==> src/rtl/shp_pkg.sv <==
// Shared constants, command-tree table and types of the command header parser
package shp_pkg;

  // ****************************************
  // Character codes
  // ****************************************
  localparam logic [7:0] CH_COLON = 8'h3a;
  localparam logic [7:0] CH_SEMI = 8'h3b;
  localparam logic [7:0] CH_SPACE = 8'h20;
  localparam logic [7:0] CH_LF = 8'h0a;
  localparam logic [7:0] CH_QUERY = 8'h3f;
  localparam logic [7:0] CH_STAR = 8'h2a;
  localparam logic [7:0] CH_LOW_A = 8'h61;
  localparam logic [7:0] CH_LOW_Z = 8'h7a;
  localparam logic [7:0] CH_CASE_GAP = 8'h20;
  localparam logic [7:0] CH_DIGIT_0 = 8'h30;
  localparam logic [7:0] CH_DIGIT_9 = 8'h39;

  // ****************************************
  // Command tree
  // ****************************************
  localparam int MNEM_MAX = 12;
  localparam int NODE_COUNT = 17;
  localparam int SHORT_LIMIT = 4;
  localparam int VOWEL_SHORT = 3;
  typedef logic [4:0] shp_node_t;
  localparam shp_node_t NODE_ROOT = 5'h00;
  localparam shp_node_t NODE_SENSE = 5'h01;
  localparam shp_node_t NODE_MARKER = 5'h07;
  localparam shp_node_t NODE_STATE = 5'h08;
  localparam shp_node_t NODE_PCB = 5'h0e;
  localparam shp_node_t NODE_OPC = 5'h0f;
  localparam shp_node_t NODE_CLS = 5'h10;
  localparam shp_node_t PARENT_ANY = 5'h1f;
  localparam logic [3:0] MNEM_EMPTY = 4'h0;
  localparam logic [4:0] ADDR_RESET = 5'h00;

  // Long forms right aligned: character k sits at bits 8*(len-1-k)
  localparam logic [8*MNEM_MAX-1:0] NODE_NAME [NODE_COUNT] = '{
    "", "SENSE", "FREQUENCY", "SPAN", "FULL", "SWEEP", "MODE", "MARKER",
    "STATE", "OFFSET", "MAXIMUM", "GLOBAL", "RIGHT", "ABORT", "*PCB", "*OPC", "*CLS"};
  localparam int NODE_LEN [NODE_COUNT] = '{
    0, 5, 9, 4, 4, 5, 4, 6, 5, 6, 7, 6, 5, 5, 4, 4, 4};
  localparam shp_node_t NODE_PARENT [NODE_COUNT] = '{
    5'h1f, 5'h00, 5'h01, 5'h02, 5'h03, 5'h01, 5'h05, 5'h00,
    5'h07, 5'h07, 5'h07, 5'h0a, 5'h0a, 5'h00, 5'h1f, 5'h1f, 5'h1f};

  typedef enum {PS_HEADER, PS_DATA, PS_SKIP} shp_parse_t;
  typedef enum {CS_IDLE, CS_HELD} shp_ctl_t;

  // Short form length: whole name up to four, else three or four by vowel
  function automatic int shp_short_len(input int n);
    logic [7:0] c4;
    c4 = 8'h00;
    if (NODE_LEN[n] <= SHORT_LIMIT)
      return NODE_LEN[n];
    c4 = NODE_NAME[n][8*(NODE_LEN[n]-4) +: 8];
    if (c4 == "A" || c4 == "E" || c4 == "I" || c4 == "O" || c4 == "U")
      return VOWEL_SHORT;
    return SHORT_LIMIT;
  endfunction

endpackage

==> src/rtl/shp_mnem_if.sv <==
// Mnemonic buffer and per-node match result between parser and matcher
interface shp_mnem_if;
  import shp_pkg::*;
  logic [7:0] ch [MNEM_MAX];
  logic [3:0] len;
  logic [NODE_COUNT-1:0] hit;
  modport parser (output ch, output len, input hit);
  modport matcher (input ch, input len, output hit);
endinterface

==> src/rtl/shp_mnem_match.sv <==
// Compares the collected mnemonic against every long and short tree name
module shp_mnem_match
  import shp_pkg::*;
(
  shp_mnem_if.matcher mif
);

  // ****************************************
  // One comparator per tree node
  // ****************************************
  genvar n;
  generate
    for (n = 0; n < NODE_COUNT; n++)
    begin : g_node
      logic same;
      // Buffer is already upper case, so both spellings compare alike
      always_comb
      begin
        same = (mif.len != MNEM_EMPTY) && (int'(mif.len) <= NODE_LEN[n]);
        for (int k = 0; k < MNEM_MAX; k++)
        begin
          if (k < int'(mif.len) && k < NODE_LEN[n])
          begin
            if (mif.ch[k] != NODE_NAME[n][8*(NODE_LEN[n]-1-k) +: 8])
              same = 1'b0;
          end
        end
      end
      // Long form or derived short form only, nothing in between
      assign mif.hit[n] = same && (int'(mif.len) == NODE_LEN[n]
                                   || int'(mif.len) == shp_short_len(n));
    end
  endgenerate

endmodule

==> src/rtl/shp_parser.sv <==
// Command header parser with tree tracking, completion flag and control return
// Notes on behaviour
// - After a bus-master job completes, control goes back to the stored controller.
// - Semicolons split one message into several commands.
// - Semicolon then colon returns to the root; full path required.
// - Semicolon alone keeps the branch of the previous final mnemonic.
// - Each colon inside a header descends one tree level.
// - Space ends the header; the rest is parameter data.
// - Long and short spellings select the same node.
// - Names of four characters or fewer abbreviate only to themselves.
// - Longer names with consonant fourth character abbreviate to four characters.
// - Longer names with vowel fourth character abbreviate to three characters.
// - Commands act the same with or without implied mnemonics.
// - Marker header with a parameter acts as the marker state command.
// - Sense root is implied; paths without it resolve the same.
// - Power-up and device clears put the parser at the tree root.
// - After the completion command, set event bit 0 once nothing is pending.
module shp_parser
  import shp_pkg::*;
(
  input wire logic core_clk,
  input wire logic rst,
  input wire logic in_valid,
  input wire logic [7:0] in_byte,
  input wire logic in_end,
  output logic in_ready,
  input wire logic dev_clear,
  input wire logic no_pending_operation_flag,
  input wire logic ctl_granted_pin,
  input wire logic bus_job_done,
  output logic cmd_valid,
  output shp_node_t cmd_node,
  output logic cmd_query,
  output logic cmd_has_data,
  output logic cmd_error,
  output logic data_valid,
  output logic [7:0] data_byte,
  output logic esr_opc,
  output logic holding_ctl,
  output logic ctl_return,
  output logic [4:0] ctl_return_addr
);

  shp_mnem_if mif ();
  shp_mnem_match u_match (.mif(mif));

  // ****************************************
  // Byte classification
  // ****************************************
  logic [7:0] up_byte;
  logic is_colon, is_semi, is_space, is_term, is_digit;
  logic accept;
  assign in_ready = 1'b1;
  assign accept = in_valid;
  // Lower case folded before storing, so the matcher sees one case
  assign up_byte = (in_byte >= CH_LOW_A && in_byte <= CH_LOW_Z)
                   ? in_byte - CH_CASE_GAP : in_byte;
  assign is_colon = in_byte == CH_COLON;
  assign is_semi = in_byte == CH_SEMI;
  assign is_space = in_byte == CH_SPACE;
  assign is_term = in_end || in_byte == CH_LF;
  assign is_digit = in_byte >= CH_DIGIT_0 && in_byte <= CH_DIGIT_9;

  // ****************************************
  // Parser state
  // ****************************************
  shp_parse_t pstate;
  shp_node_t branch;
  shp_node_t cur;
  shp_node_t hdr_node;
  logic after_semi;
  logic query;
  logic hdr_bad;
  logic [4:0] pcb_acc;
  logic [7:0] buf_ch [MNEM_MAX];
  logic [3:0] buf_len;

  always_comb
  begin
    for (int k = 0; k < MNEM_MAX; k++)
      mif.ch[k] = buf_ch[k];
    mif.len = buf_len;
  end

  // Resolve the buffered mnemonic under the current node
  logic found;
  shp_node_t found_node;
  always_comb
  begin
    found = 1'b0;
    found_node = NODE_ROOT;
    for (int i = 0; i < NODE_COUNT; i++)
    begin
      if (!found && mif.hit[i] && (NODE_PARENT[i] == cur || NODE_PARENT[i] == PARENT_ANY))
      begin
        found = 1'b1;
        found_node = 5'(i);
      end
    end
    // Second chance through the implied sense root
    for (int i = 0; i < NODE_COUNT; i++)
    begin
      if (!found && mif.hit[i] && cur == NODE_ROOT && NODE_PARENT[i] == NODE_SENSE)
      begin
        found = 1'b1;
        found_node = 5'(i);
      end
    end
  end

  // Final node of the command once the header is complete
  logic pending_mnem;
  logic final_bad;
  shp_node_t final_node;
  always_comb
  begin
    pending_mnem = buf_len != MNEM_EMPTY;
    final_node = pending_mnem ? found_node : hdr_node;
    final_bad = hdr_bad || (pending_mnem && !found);
  end

  // Marker header carrying a parameter is the implied state command
  logic ends_cmd;
  logic with_data;
  shp_node_t exec_node;
  assign ends_cmd = accept && pstate != PS_SKIP && (is_semi || is_term);
  assign with_data = pstate == PS_DATA;
  assign exec_node = (with_data && final_node == NODE_MARKER)
                     ? NODE_STATE : final_node;

  // ****************************************
  // Header walk through the tree
  // ****************************************
  always_ff @(posedge core_clk or posedge rst)
  begin
    if (rst)
    begin
      pstate <= PS_HEADER;
      branch <= NODE_ROOT;
      cur <= NODE_ROOT;
      hdr_node <= NODE_ROOT;
      after_semi <= 1'b0;
      query <= 1'b0;
      hdr_bad <= 1'b0;
      buf_len <= MNEM_EMPTY;
    end
    else if (dev_clear)
    begin
      pstate <= PS_HEADER;
      branch <= NODE_ROOT;
      cur <= NODE_ROOT;
      hdr_node <= NODE_ROOT;
      after_semi <= 1'b0;
      query <= 1'b0;
      hdr_bad <= 1'b0;
      buf_len <= MNEM_EMPTY;
    end
    else if (accept)
    begin
      if (is_term)
      begin
        // Terminator ends the message; next one starts at the root
        pstate <= PS_HEADER;
        branch <= NODE_ROOT;
        cur <= NODE_ROOT;
        hdr_node <= NODE_ROOT;
        after_semi <= 1'b0;
        query <= 1'b0;
        hdr_bad <= 1'b0;
        buf_len <= MNEM_EMPTY;
      end
      else if (is_semi && pstate != PS_SKIP)
      begin
        // Common commands leave the branch where it was
        if (NODE_PARENT[exec_node] != PARENT_ANY && !final_bad)
        begin
          branch <= NODE_PARENT[exec_node];
          cur <= NODE_PARENT[exec_node];
        end
        else
          cur <= branch;
        pstate <= PS_HEADER;
        hdr_node <= NODE_ROOT;
        after_semi <= 1'b1;
        query <= 1'b0;
        hdr_bad <= 1'b0;
        buf_len <= MNEM_EMPTY;
      end
      else if (pstate == PS_HEADER)
      begin
        if (is_colon)
        begin
          if (!pending_mnem && (after_semi || hdr_node == NODE_ROOT))
          begin
            // Leading colon: absolute path from the base
            cur <= NODE_ROOT;
            branch <= NODE_ROOT;
          end
          else if (!pending_mnem)
            hdr_bad <= 1'b1; // Empty mnemonic between two colons
          else
          begin
            cur <= found_node;
            hdr_node <= found_node;
            hdr_bad <= hdr_bad || !found;
            buf_len <= MNEM_EMPTY;
          end
          after_semi <= 1'b0;
        end
        else if (is_space)
        begin
          if (pending_mnem)
          begin
            hdr_node <= found_node;
            hdr_bad <= hdr_bad || !found;
            buf_len <= MNEM_EMPTY;
            pstate <= PS_DATA;
          end
          else if (hdr_node != NODE_ROOT)
            pstate <= PS_DATA;
        end
        else if (in_byte == CH_QUERY)
          query <= 1'b1;
        else if (int'(buf_len) < MNEM_MAX)
        begin
          buf_ch[buf_len] <= up_byte;
          buf_len <= buf_len + 4'h1;
          after_semi <= 1'b0;
        end
        else
          pstate <= PS_SKIP; // Over-long mnemonic: drop until terminator
      end
    end
  end

  // ****************************************
  // Command and data outputs
  // ****************************************
  always_ff @(posedge core_clk or posedge rst)
  begin
    if (rst)
    begin
      cmd_valid <= 1'b0;
      cmd_node <= NODE_ROOT;
      cmd_query <= 1'b0;
      cmd_has_data <= 1'b0;
      cmd_error <= 1'b0;
      data_valid <= 1'b0;
      data_byte <= 8'h00;
    end
    else
    begin
      cmd_valid <= !dev_clear && ends_cmd && !final_bad
                   && (pending_mnem || hdr_node != NODE_ROOT);
      cmd_error <= !dev_clear && ((ends_cmd && final_bad)
                   || (accept && pstate == PS_HEADER && !is_term && !is_semi
                       && !is_colon && !is_space && in_byte != CH_QUERY
                       && int'(buf_len) == MNEM_MAX));
      if (ends_cmd)
      begin
        cmd_node <= exec_node;
        cmd_query <= query;
        cmd_has_data <= with_data;
      end
      // Parameter bytes pass straight through after the separator
      data_valid <= !dev_clear && accept && pstate == PS_DATA && !is_semi && !is_term;
      if (accept && pstate == PS_DATA)
        data_byte <= in_byte;
    end
  end

  // ****************************************
  // Pass-control-back address capture
  // ****************************************
  always_ff @(posedge core_clk or posedge rst)
  begin
    if (rst)
    begin
      pcb_acc <= ADDR_RESET;
      ctl_return_addr <= ADDR_RESET;
    end
    else if (ends_cmd && !final_bad && exec_node == NODE_PCB && with_data)
    begin
      ctl_return_addr <= pcb_acc;
      pcb_acc <= ADDR_RESET;
    end
    else if (accept && pstate == PS_DATA && hdr_node == NODE_PCB && is_digit)
      pcb_acc <= 5'(pcb_acc * 5'd10 + 5'(in_byte - CH_DIGIT_0));
    else if (accept && pstate == PS_HEADER)
      pcb_acc <= ADDR_RESET;
  end

  // ****************************************
  // Operation complete flag
  // ****************************************
  logic opc_armed;
  logic opc_cmd, cls_cmd;
  assign opc_cmd = ends_cmd && !final_bad && exec_node == NODE_OPC && !query;
  assign cls_cmd = ends_cmd && !final_bad && exec_node == NODE_CLS;
  // Set wins over a clear that lands in the same cycle
  always_ff @(posedge core_clk or posedge rst)
  begin
    if (rst)
    begin
      opc_armed <= 1'b0;
      esr_opc <= 1'b0;
    end
    else
    begin
      if (opc_armed && no_pending_operation_flag)
      begin
        esr_opc <= 1'b1;
        opc_armed <= 1'b0;
      end
      else if (cls_cmd)
      begin
        esr_opc <= 1'b0;
        opc_armed <= 1'b0;
      end
      else if (opc_cmd)
        opc_armed <= 1'b1;
    end
  end

  // ****************************************
  // Temporary bus control
  // ****************************************
  logic grant_meta, grant_sync, grant_prev;
  shp_ctl_t cstate;
  // Grant arrives from a bus pin, so it is synchronised first
  always_ff @(posedge core_clk or posedge rst)
  begin
    if (rst)
    begin
      grant_meta <= 1'b0;
      grant_sync <= 1'b0;
      grant_prev <= 1'b0;
    end
    else
    begin
      grant_meta <= ctl_granted_pin;
      grant_sync <= grant_meta;
      grant_prev <= grant_sync;
    end
  end

  // Control held only until the job ends; no host prompt is awaited
  always_ff @(posedge core_clk or posedge rst)
  begin
    if (rst)
    begin
      cstate <= CS_IDLE;
      ctl_return <= 1'b0;
    end
    else
    begin
      ctl_return <= 1'b0;
      case (cstate)
        CS_IDLE:
          if (grant_sync && !grant_prev)
            cstate <= CS_HELD;
        CS_HELD:
          if (bus_job_done)
          begin
            ctl_return <= 1'b1;
            cstate <= CS_IDLE;
          end
        default:
          cstate <= CS_IDLE;
      endcase
    end
  end
  assign holding_ctl = cstate == CS_HELD;

endmodule

==> config.mk <==
export PLATFORM = sky130hd
export DESIGN_NAME = shp_parser
export DESIGN_NICKNAME = d
export VERILOG_FILES = /design/src/rtl/shp_pkg.sv /design/src/rtl/shp_mnem_if.sv /design/src/rtl/shp_mnem_match.sv /design/src/rtl/shp_parser.sv
export SDC_FILE = /design/constraint.sdc
export NUM_CORES = 1
export LEC_CHECK = 0
export ABC_CLOCK_PERIOD_IN_PS = 6200
export BUFFER_PORTS_ARGS = -buffer_cell sky130_fd_sc_hd__buf_4
export CORE_MARGIN = 2
export CORE_UTILIZATION = 62
export DETAILED_ROUTE_END_ITERATION = 6
export HOLD_SLACK_MARGIN = 0.15
export PLACE_DENSITY = 0.81
export SLEW_MARGIN = 20
export SYNTH_ARGS = -nofsm -noshare
export SYNTH_HDL_FRONTEND = slang
export SYNTH_SLANG_ARGS = --single-unit
==> constraint.sdc <==
create_clock -name core_clk -period 6.2 [get_ports core_clk]
set_clock_uncertainty 0.15 [all_clocks]
set_input_delay 1.55 -clock core_clk [delete_from_list [all_inputs] [get_ports core_clk]]
set_output_delay 1.55 -clock core_clk [all_outputs]
set_load 0.01 [all_outputs]
==> flow_metrics.py, run 1 <==
metrics = {
    "status": {
        "status": "finished clean",
    },
    "place": {
        "port_buffers": 41,
        "dpl.hpwl_mm": 16.19,
        "place_congestion": 1.037,
    },
    "cts": {
        "cts_max_path_buffers": 2,
        "cts_tree": "built",
        "clkSlewWorstSetupHoldPaths_ns": 0.07,
        "clk_latency_ns": 0.44,
        "cts_root_buf": "clkbuf_16",
        "post_cts_buffers": 0,
        "cts_resized": 0,
        "htreeDepth": 4,
        "hold_buffers": 0,
        "cts_made_buffers": 17,
        "clock_sinks": 131,
    },
    "global_route": {
        "grt_overflow_total": 0,
        "antenna_found_initial": 1,
        "grt_pass1_vias": 6481,
        "grt_pass1_wl_mm": 35.94,
        "grt_util_all_layers_pct": 36.48,
        "grt_max_degree": 31,
    },
    "detailed_routing": {
        "vias_per_cell": 7.217,
        "routed_wl_mm": 23.20,
        "first_iter_violations": 1230,
        "via_count": 6863,
        "wl_per_cell_um": 24.40,
        "drc": 0,
        "firstDrtPassIters": 6,
        "antenna_left": 0,
    },
    "die": {
        "fp.dieH_um": 115.1,
        "die_w_um": 115.1,
        "rows": 40,
        "initial_core_util_pct": 63.71,
        "die-area_mm2": 0.01325,
        "io_pins": 43,
        "core-area_mm2": 0.01201,
    },
    "layout": {
        "diodes": 0,
        "finalNetCount": 826,
        "seq_area_mm2": 0.003638,
        "fin_util_pct": 72.32,
        "drive_gt1_share_pct": 13.68,
        "fill_cells": 830,
        "multi_input_area_mm2": 0.003854,
        "area_delta_synth_final_pct": 13.52,
    },
    "critical_path": {
        "worst_setup_path_start_kind": "flip-flop",
        "cpPeakStageDelay_ns": 0.60,
        "critPathMaxFanout": 13,
        "arrival_ns": 5.61,
        "rrSetupSlack_ns": 0.76,
        "cp_cell_sequence": "inv_1, ha_1, and2b_1, o22ai_1, o21a_1, and3_1, nor4_1, and3_1, o2111a_1, a21oi_1, inv_1, ha_1, nand3_1, nor4_4, mux2_2",
        "startpoint": "buf_len[1]",
        "cp_slowest_cell": "and3_1",
        "reg2reg_from": "buf_len[1]",
        "path_class": "reg2reg",
        "crit_path_end_kind": "flip-flop",
        "worst_ep_required_time_ns": 6.36,
    },
    "yosys": {
        "yosysSeqAreaShare_pct": 47.55,
        "synth_seq_cells": 131,
        "synthTopCellsByArea": "edfxtp_1 (28%), dfrtp_1 (19%), nand2_1 (4.3%)",
        "ys_async_sr_fraction_pct": 45.04,
        "netlist_instances": 752,
        "synthesis.area_mm2": 0.007652,
        "postSynthAreaPerCell_um2": 10.18,
        "yosysTopAreaCellShare_pct": 28.25,
        "yosys-top-cells-count": "nand2_1 (87), edfxtp_1 (72), dfrtp_1 (59)",
        "yosysMostFrequentCell": "nand2_1",
        "synth_flop_cell": "edfxtp_1",
        "synth_top_area_cell": "edfxtp_1",
        "syn_nets": 787,
        "synth_edf_count": 72,
        "synthDistinctLibCells": 85,
        "yosysWarnings": 0,
    },
    "power": {
        "power.density_mw_per_mm2": 249.3,
        "vdd_drop_max_mv": 0.2377,
        "power.static_leakage_uw": 0.003410,
    },
    "run": {
        "maxCapViolCount": 0,
    },
    "sta": {
        "timing.final.crit_period_ns": 5.442,
        "hold_violations": 0,
        "finalCritPeriodShare_pct": 87.78,
        "slew_viol_final": 0,
        "worst_pin_slew_ns": 1.039,
        "relSlewSlack_pct": 29.78,
        "timing.fmax_ghz": 0.1838,
        "rsz0062_at_grt": "no",
        "setup_viol": 0,
        "fin_setup_tns_ns": 0,
    },
    "min_path": {
        "min-delay-start": "grant_meta",
        "min_path_type": "reg2reg",
    },
}
## critical path: cells and delay by family (launching register included)
family / cells / cell delay [ns]
muxes: 1 / 0.41
DFF: 1 / 0.57
buffers and inverters: 2 / 0.32
AOI/OAI and AO/OA: 4 / 1.01
adders and majority gates: 2 / 0.57
and+or+nand+nor: 6 / 2.30
## area by class of cell
type	count	share of cell area, %
clock buffers	18	4.940
repair buffers	45	3.889
multi-input cells	580	44.36
inverters	16	0.6913
clock inverters	14	2.117
flip-flops and latches	131	41.88
well taps	147	2.117
## final timing paths
kind,end,depth (start not counted)
min in group asynchronous,data_byte[2],2
worst max register to register,ctl_return_addr[1],15
max in group asynchronous,cur[3],3
worst min-delay path,grant_sync,0
worst max-delay path,ctl_return_addr[1],15
worst min register to register,grant_sync,0
## logic make-up after synthesis
group                      after synthesis  synth area share, %
AOI/OAI and AO/OA                      158                14.32
xor gates and xnor gates                 7               0.8012
adders and majority gates               19                3.205
buffers and inverters                   41                2.256
DFF                                    131                47.55
muxes                                   11                1.553
other                                    1              0.04900
and+or+nand+nor                        384                30.27
## sequential cells by signal, indices dropped and copies added (netlist names), 5 cells and up
register and count:
cur 5, branch 5, cmd_node 5, ctl_return_addr 5, data_byte 8, buf_ch 72
pcb_acc 5, hdr_node 5
## per-stage QoR
stage	instances	hold slack, ns	area, um2	setup WS (ns)	total power, uW
2_1_floorplan	752	0.1812	7652	1.733	1052
3_3_place_gp	919	0.1840	8061	1.145	1109
3_5_place_dp	919	0.1879	8061	0.8956	1113
4_1_cts	951	0.2025	8675	0.8877	2157
5_1_grt	951	0.2218	8687	0.4280	2222
6_report	951	0.2026	8687	0.7579	2166
## layer usage
metal  routed length [um]  up-vias  global-route usage, %
li1                     -     3019                      -
met1                 9525     3274                  52.58
met2                10330      482                  53.53
met3                 2543       86                  8.962
met4                  787        2                  14.54
met5                   13        -                      0
## where the power goes
| part | internal (uW) | total [uW] | switching (uW) |
|---|---|---|---|
| sequential | 930 | 938 | 8.36 |
| clock | 615 | 1060 | 447 |
| combinational | 52.2 | 165 | 113 |
## layout by cell type, fill, tap and decap left out, drive strengths merged, types with 19 or more instances in the layout
| cell type | instances |
|---|---|
| a21oi | 35 |
| nand2 | 87 |
| dfrtp | 59 |
| nor4 | 25 |
| buf | 45 |
| nor2b | 19 |
| nor2 | 49 |
| o21ai | 23 |
| edfxtp | 72 |
| inv | 26 |
| nor3 | 22 |
| nand3 | 23 |
Power figures use the tool's default switching activity.
==> run 2: changes to the inputs <==
--- a/config.mk
+++ b/config.mk
@@ -15,4 +15,5 @@
 export SLEW_MARGIN = 20
 export SYNTH_ARGS = -nofsm -noshare
 export SYNTH_HDL_FRONTEND = slang
+export SYNTH_HIERARCHICAL = 1
 export SYNTH_SLANG_ARGS = --single-unit
==> flow_metrics.py, run 2 <==
metrics = {
    "status": {
        "status": "finished with violations",
        "failed_checks": "DRC",
    },
    "critical_path": {
        "reg2reg_from": "buf_len[3]",
        "cp_cell_sequence": "nor3_2, a41oi_1, or4b_1, a2111oi_4, inv_1, or4_2, o311ai_0, a311oi_2, a311oi_2, nand2_1, nor2_1, nor2b_1, ha_1, a221oi_1, o211ai_1, mux2i_1, a211o_1",
        "worst_ep_required_time_ns": 6.36,
        "worst_setup_path_start_kind": "flip-flop",
        "critPathTopFamily": "simple AND/OR/NAND/NOR gates",
        "critPathMaxFanout": 11,
        "cpPeakStageDelay_ns": 0.69,
        "arrival_ns": 5.97,
        "critical_path_buf_inv_count": 1,
        "path_class": "reg2reg",
        "startpoint": "buf_len[3]",
        "crit_path_end_kind": "flip-flop",
        "cp_slowest_cell": "or4_2",
        "critPathMostFrequentCell": "a311oi_2",
    },
    "detailed_routing": {
        "vias_per_cell": 6.952,
        "routed_wl_mm": 21.21,
        "via_count": 6493,
        "wl_per_cell_um": 22.71,
        "firstDrtPassIters": 7,
        "antenna_left": 0,
        "drc": 1,
        "first_iter_violations": 795,
    },
    "die": {
        "fp.dieH_um": 114.4,
        "rows": 40,
        "die-area_mm2": 0.01309,
        "core-area_mm2": 0.01196,
        "die_w_um": 114.4,
        "initial_core_util_pct": 63.19,
        "io_pins": 43,
    },
    "layout": {
        "regMostFlops": "buf_ch",
        "largest_reg_flops": 72,
        "finalNetCount": 806,
        "diodes": 0,
        "area_delta_synth_final_pct": 14.50,
        "fill_cells": 822,
        "final_cell_mix": "nand2_1 (73), edfxtp_1 (72), buf_4 (62), dfrtp_1 (58), nor2_1 (48)",
        "drive_gt1_share_pct": 19.31,
        "reg_top3": "buf_ch (72), data_byte (8)",
        "final_common_cell": "nand2_1",
    },
    "place": {
        "dpl.hpwl_mm": 14.85,
        "port_buffers": 41,
        "place_congestion": 0.9921,
    },
    "sta": {
        "whs_ns": 0.2077,
        "relSlewSlack_pct": 28.18,
        "finalCritPeriodShare_pct": 93.72,
        "timing.final.crit_period_ns": 5.810,
        "fin_setup_tns_ns": 0,
        "hold_violations": 0,
        "setup_viol": 0,
        "slew_viol_final": 0,
        "worst_pin_slew_ns": 1.050,
        "timing.fmax_ghz": 0.1721,
        "rsz0062_at_grt": "no",
    },
    "cts": {
        "post_cts_buffers": 0,
        "clkSlewWorstSetupHoldPaths_ns": 0.06,
        "cts_max_path_buffers": 2,
        "clk_latency_ns": 0.43,
        "cts_root_buf": "clkbuf_16",
        "clock_sinks": 131,
        "htreeDepth": 4,
        "cts_made_buffers": 17,
        "cts_tree": "built",
    },
    "power": {
        "finalPower_uw": 2123,
        "power.static_leakage_uw": 0.003433,
        "vdd_drop_max_mv": 0.2675,
        "combPwrFrac_pct": 10.0,
        "p_clk_share_pct": 45.4,
        "power.density_mw_per_mm2": 245.3,
        "cell_internal_pwr_uw": 1568,
        "p_switching_uw": 555.4,
        "switching_share_pct": 26.16,
        "seq_power_share_pct": 44.6,
    },
    "yosys": {
        "synthesis.area_mm2": 0.007558,
        "syn_nets": 748,
        "netlist_instances": 716,
        "yosysWarnings": 6,
        "postSynthAreaPerCell_um2": 10.56,
    },
    "global_route": {
        "grt_overflow_total": 0,
        "grt_pass1_vias": 6221,
        "antenna_found_initial": 0,
        "grt_util_all_layers_pct": 33.72,
        "grt_max_degree": 60,
        "grt_pass1_wl_mm": 33.62,
    },
    "min_path": {
        "min_path_type": "reg2reg",
        "min-delay-start": "grant_meta",
    },
    "run": {
        "maxCapViolCount": 0,
    },
}
==> run 2: timing repair <==
action	CTS	global route
setup endpoints to repair	0	9
hold buffers	0	0
endpoints found under the hold margin	0	0
gates resized for setup	0	4
==> run 2: layout make-up <==
type | count | area (um2) | share of cell area [%]
multi-input cells | 537 | 3712 | 42.89
flip-flops and latches | 131 | 3640 | 42.06
repair buffers | 62 | 465.4 | 5.378
clock buffers | 18 | 429.2 | 4.959
well taps | 147 | 183.9 | 2.125
clock inverters | 14 | 130.1 | 1.504
inverters | 25 | 93.84 | 1.084
==> run 2: worst paths after layout <==
path | endpoint | slack (ns) | cells after the start
worst max-delay path | branch[4] | 0.39 | 17
worst min-delay path | grant_sync | 0.21 | 0
worst max register to register | branch[4] | 0.39 | 17
worst min register to register | grant_sync | 0.21 | 0
max in group asynchronous | buf_len[2] | 4.15 | 3
min in group asynchronous | query | 1.23 | 3
==> run 2: through the flow <==
step	cells	area (um2)	setup slack, ns	utilization (%)
after floorplan	716	7559	1.001	-
after global placement	902	8068	0.4293	67.45
final	934	8655	0.3895	72.35
after CTS	934	8627	0.3747	72.12
after detailed placement	902	8068	0.4163	67.45
after global routing	934	8655	0.006921	72.35
==> run 2: worst reg2reg max path: cells and delay by family, from the launching register on <==
| family | cells | cell delay [ns] |
|---|---|---|
| muxes | 1 | 0.17 |
| AOI/OAI and AO/OA | 8 | 2.25 |
| buffers and inverters | 1 | 0.06 |
| and+or+nand+nor | 6 | 2.25 |
| adders and majority gates | 1 | 0.28 |
| DFF | 1 | 0.53 |
==> run 2: power by group through the flow <==
stage          combinational, uW  sequential [uW]  clock, uW
3_3_place_gp                 207              962          0
4_1_cts                      209              946        965
3_5_place_dp                 206              963          0
5_1_grt                      234              948        994
2_1_floorplan                132              962          0
6_report                     213              946        963
==> run 2: metal layers <==
metal	GRT usage [%]	wire, um	vias up
li1	-	-	2908
met1	47.18	8645	3160
met2	52.27	9883	388
met3	8.735	2352	37
met4	10.00	328	0
met5	0	0	-
==> run 3: changes to the inputs <==
--- a/config.mk
+++ b/config.mk
@@ -5,11 +5,13 @@
 export SDC_FILE = /design/constraint.sdc
 export NUM_CORES = 1
 export LEC_CHECK = 0
+export ABC_AREA = 1
 export ABC_CLOCK_PERIOD_IN_PS = 6200
 export BUFFER_PORTS_ARGS = -buffer_cell sky130_fd_sc_hd__buf_4
 export CORE_MARGIN = 2
 export CORE_UTILIZATION = 62
 export DETAILED_ROUTE_END_ITERATION = 6
+export GPL_TIMING_DRIVEN = 0
 export HOLD_SLACK_MARGIN = 0.15
 export PLACE_DENSITY = 0.81
 export SLEW_MARGIN = 20
==> flow_metrics.py, run 3 <==
metrics = {
    "detailed_routing": {
        "wl_per_cell_um": 15.02,
        "routed_wl_mm": 18.31,
        "first_iter_violations": 569,
        "firstDrtPassIters": 5,
        "via_count": 6761,
        "vias_per_cell": 5.546,
        "antenna_left": 0,
        "drc": 0,
    },
    "yosys": {
        "yosysWarnings": 6,
        "synthesis.area_mm2": 0.007675,
        "netlist_instances": 978,
        "postSynthAreaPerCell_um2": 7.848,
        "syn_nets": 1010,
    },
    "layout": {
        "regMostFlops": "buf_ch",
        "final_cell_mix": "nand2_1 (242), nor2_1 (152), inv_1 (144), edfxtp_1 (72), nand3_1 (71)",
        "fill_cells": 913,
        "final_common_cell": "nand2_1",
        "diodes": 0,
        "area_delta_synth_final_pct": 14.18,
        "reg_top3": "buf_ch (72), data_byte (8)",
        "drive_gt1_share_pct": 12.56,
        "largest_reg_flops": 72,
        "finalNetCount": 1070,
    },
    "sta": {
        "fin_setup_tns_ns": 0,
        "timing.fmax_ghz": 0.2043,
        "slew_viol_final": 0,
        "worst_pin_slew_ns": 0.9088,
        "hold_violations": 0,
        "whs_ns": 0.2034,
        "setup_viol": 0,
        "timing.final.crit_period_ns": 4.895,
        "rsz0062_at_grt": "no",
        "finalCritPeriodShare_pct": 78.96,
        "relSlewSlack_pct": 37.68,
    },
    "cts": {
        "cts_tree": "built",
        "post_cts_buffers": 0,
        "cts_made_buffers": 17,
        "clock_sinks": 131,
        "cts_root_buf": "clkbuf_16",
        "clkSlewWorstSetupHoldPaths_ns": 0.06,
        "clk_latency_ns": 0.42,
        "hold_buffers": 0,
        "cts_resized": 0,
        "cts_max_path_buffers": 2,
        "htreeDepth": 4,
    },
    "critical_path": {
        "cpPeakStageDelay_ns": 0.57,
        "worst_ep_required_time_ns": 6.36,
        "worst_setup_path_start_kind": "flip-flop",
        "critPathMostFrequentCell": "nand2_1",
        "arrival_ns": 5.05,
        "crit_path_end_kind": "flip-flop",
        "critPathMaxFanout": 10,
        "startpoint": "buf_len[0]",
        "path_class": "reg2reg",
        "reg2reg_from": "buf_len[0]",
        "critPathTopFamily": "simple AND/OR/NAND/NOR gates",
        "cp_slowest_cell": "dfrtp_1",
        "critical_path_buf_inv_count": 4,
    },
    "min_path": {
        "min-delay-start": "grant_meta",
        "min_path_type": "reg2reg",
    },
    "place": {
        "dpl.hpwl_mm": 13.01,
        "port_buffers": 41,
        "place_congestion": 0.9929,
    },
    "die": {
        "die-area_mm2": 0.01328,
        "io_pins": 43,
        "fp.dieH_um": 115.3,
        "die_w_um": 115.3,
        "rows": 40,
        "core-area_mm2": 0.01206,
        "initial_core_util_pct": 63.63,
    },
    "status": {
        "status": "finished clean",
    },
    "global_route": {
        "antenna_found_initial": 0,
        "grt_util_all_layers_pct": 29.19,
        "grt_max_degree": 60,
        "grt_pass1_wl_mm": 29.75,
        "grt_overflow_total": 0,
        "grt_pass1_vias": 6225,
    },
    "power": {
        "power.static_leakage_uw": 0.003889,
        "power.density_mw_per_mm2": 252.2,
        "vdd_drop_max_mv": 0.2653,
        "finalPower_uw": 2210,
    },
    "run": {
        "maxCapViolCount": 0,
    },
}
==> run 3: per-layer routing <==
layer,up-vias,track usage (%),routed length [um]
li1,3328,-,-
met1,3101,41.21,8021
met2,296,45.65,8376
met3,36,6.115,1525
met4,0,9.398,387
met5,-,0,0
==> run 3: final cells by class <==
cell class | count | area [um2] | share of cell area, %
Sequential cell | 131 | 3638 | 41.52
Multi-Input combinational cell | 688 | 3417 | 38.99
Inverter | 153 | 576.8 | 6.582
Clock buffer | 18 | 429.2 | 4.897
Timing Repair Buffer | 41 | 307.8 | 3.512
Tap cell | 168 | 210.2 | 2.399
Clock inverter | 14 | 138.9 | 1.585
Buffer | 6 | 45.04 | 0.5140
==> run 3: final timing paths <==
path | endpoint | slack, ns | cells after the start
worst max-delay path | cur[2] | 1.30 | 36
worst min-delay path | grant_sync | 0.20 | 0
worst max register to register | cur[2] | 1.30 | 36
worst min register to register | grant_sync | 0.20 | 0
max in group asynchronous | data_byte[3] | 4.31 | 2
min in group asynchronous | cmd_has_data | 1.12 | 2
==> run 3: power breakdown <==
group | internal [uW] | switching [uW] | leakage [uW]
sequential | 940 | 14.1 | 0.00145
clock | 562 | 413 | 0.000273
combinational | 94.4 | 185 | 0.00217
==> run 3: metrics by stage <==
stage                     setup WS (ns)  utilization (%)  instances  area (um2)
final                             1.305            72.66       1219        8763
after global routing             0.7731            72.66       1219        8763
after CTS                         1.286            72.66       1219        8763
after detailed placement          1.198            67.95       1187        8195
after global placement            1.245            67.93       1187        8193
after floorplan                   2.078                -        978        7675
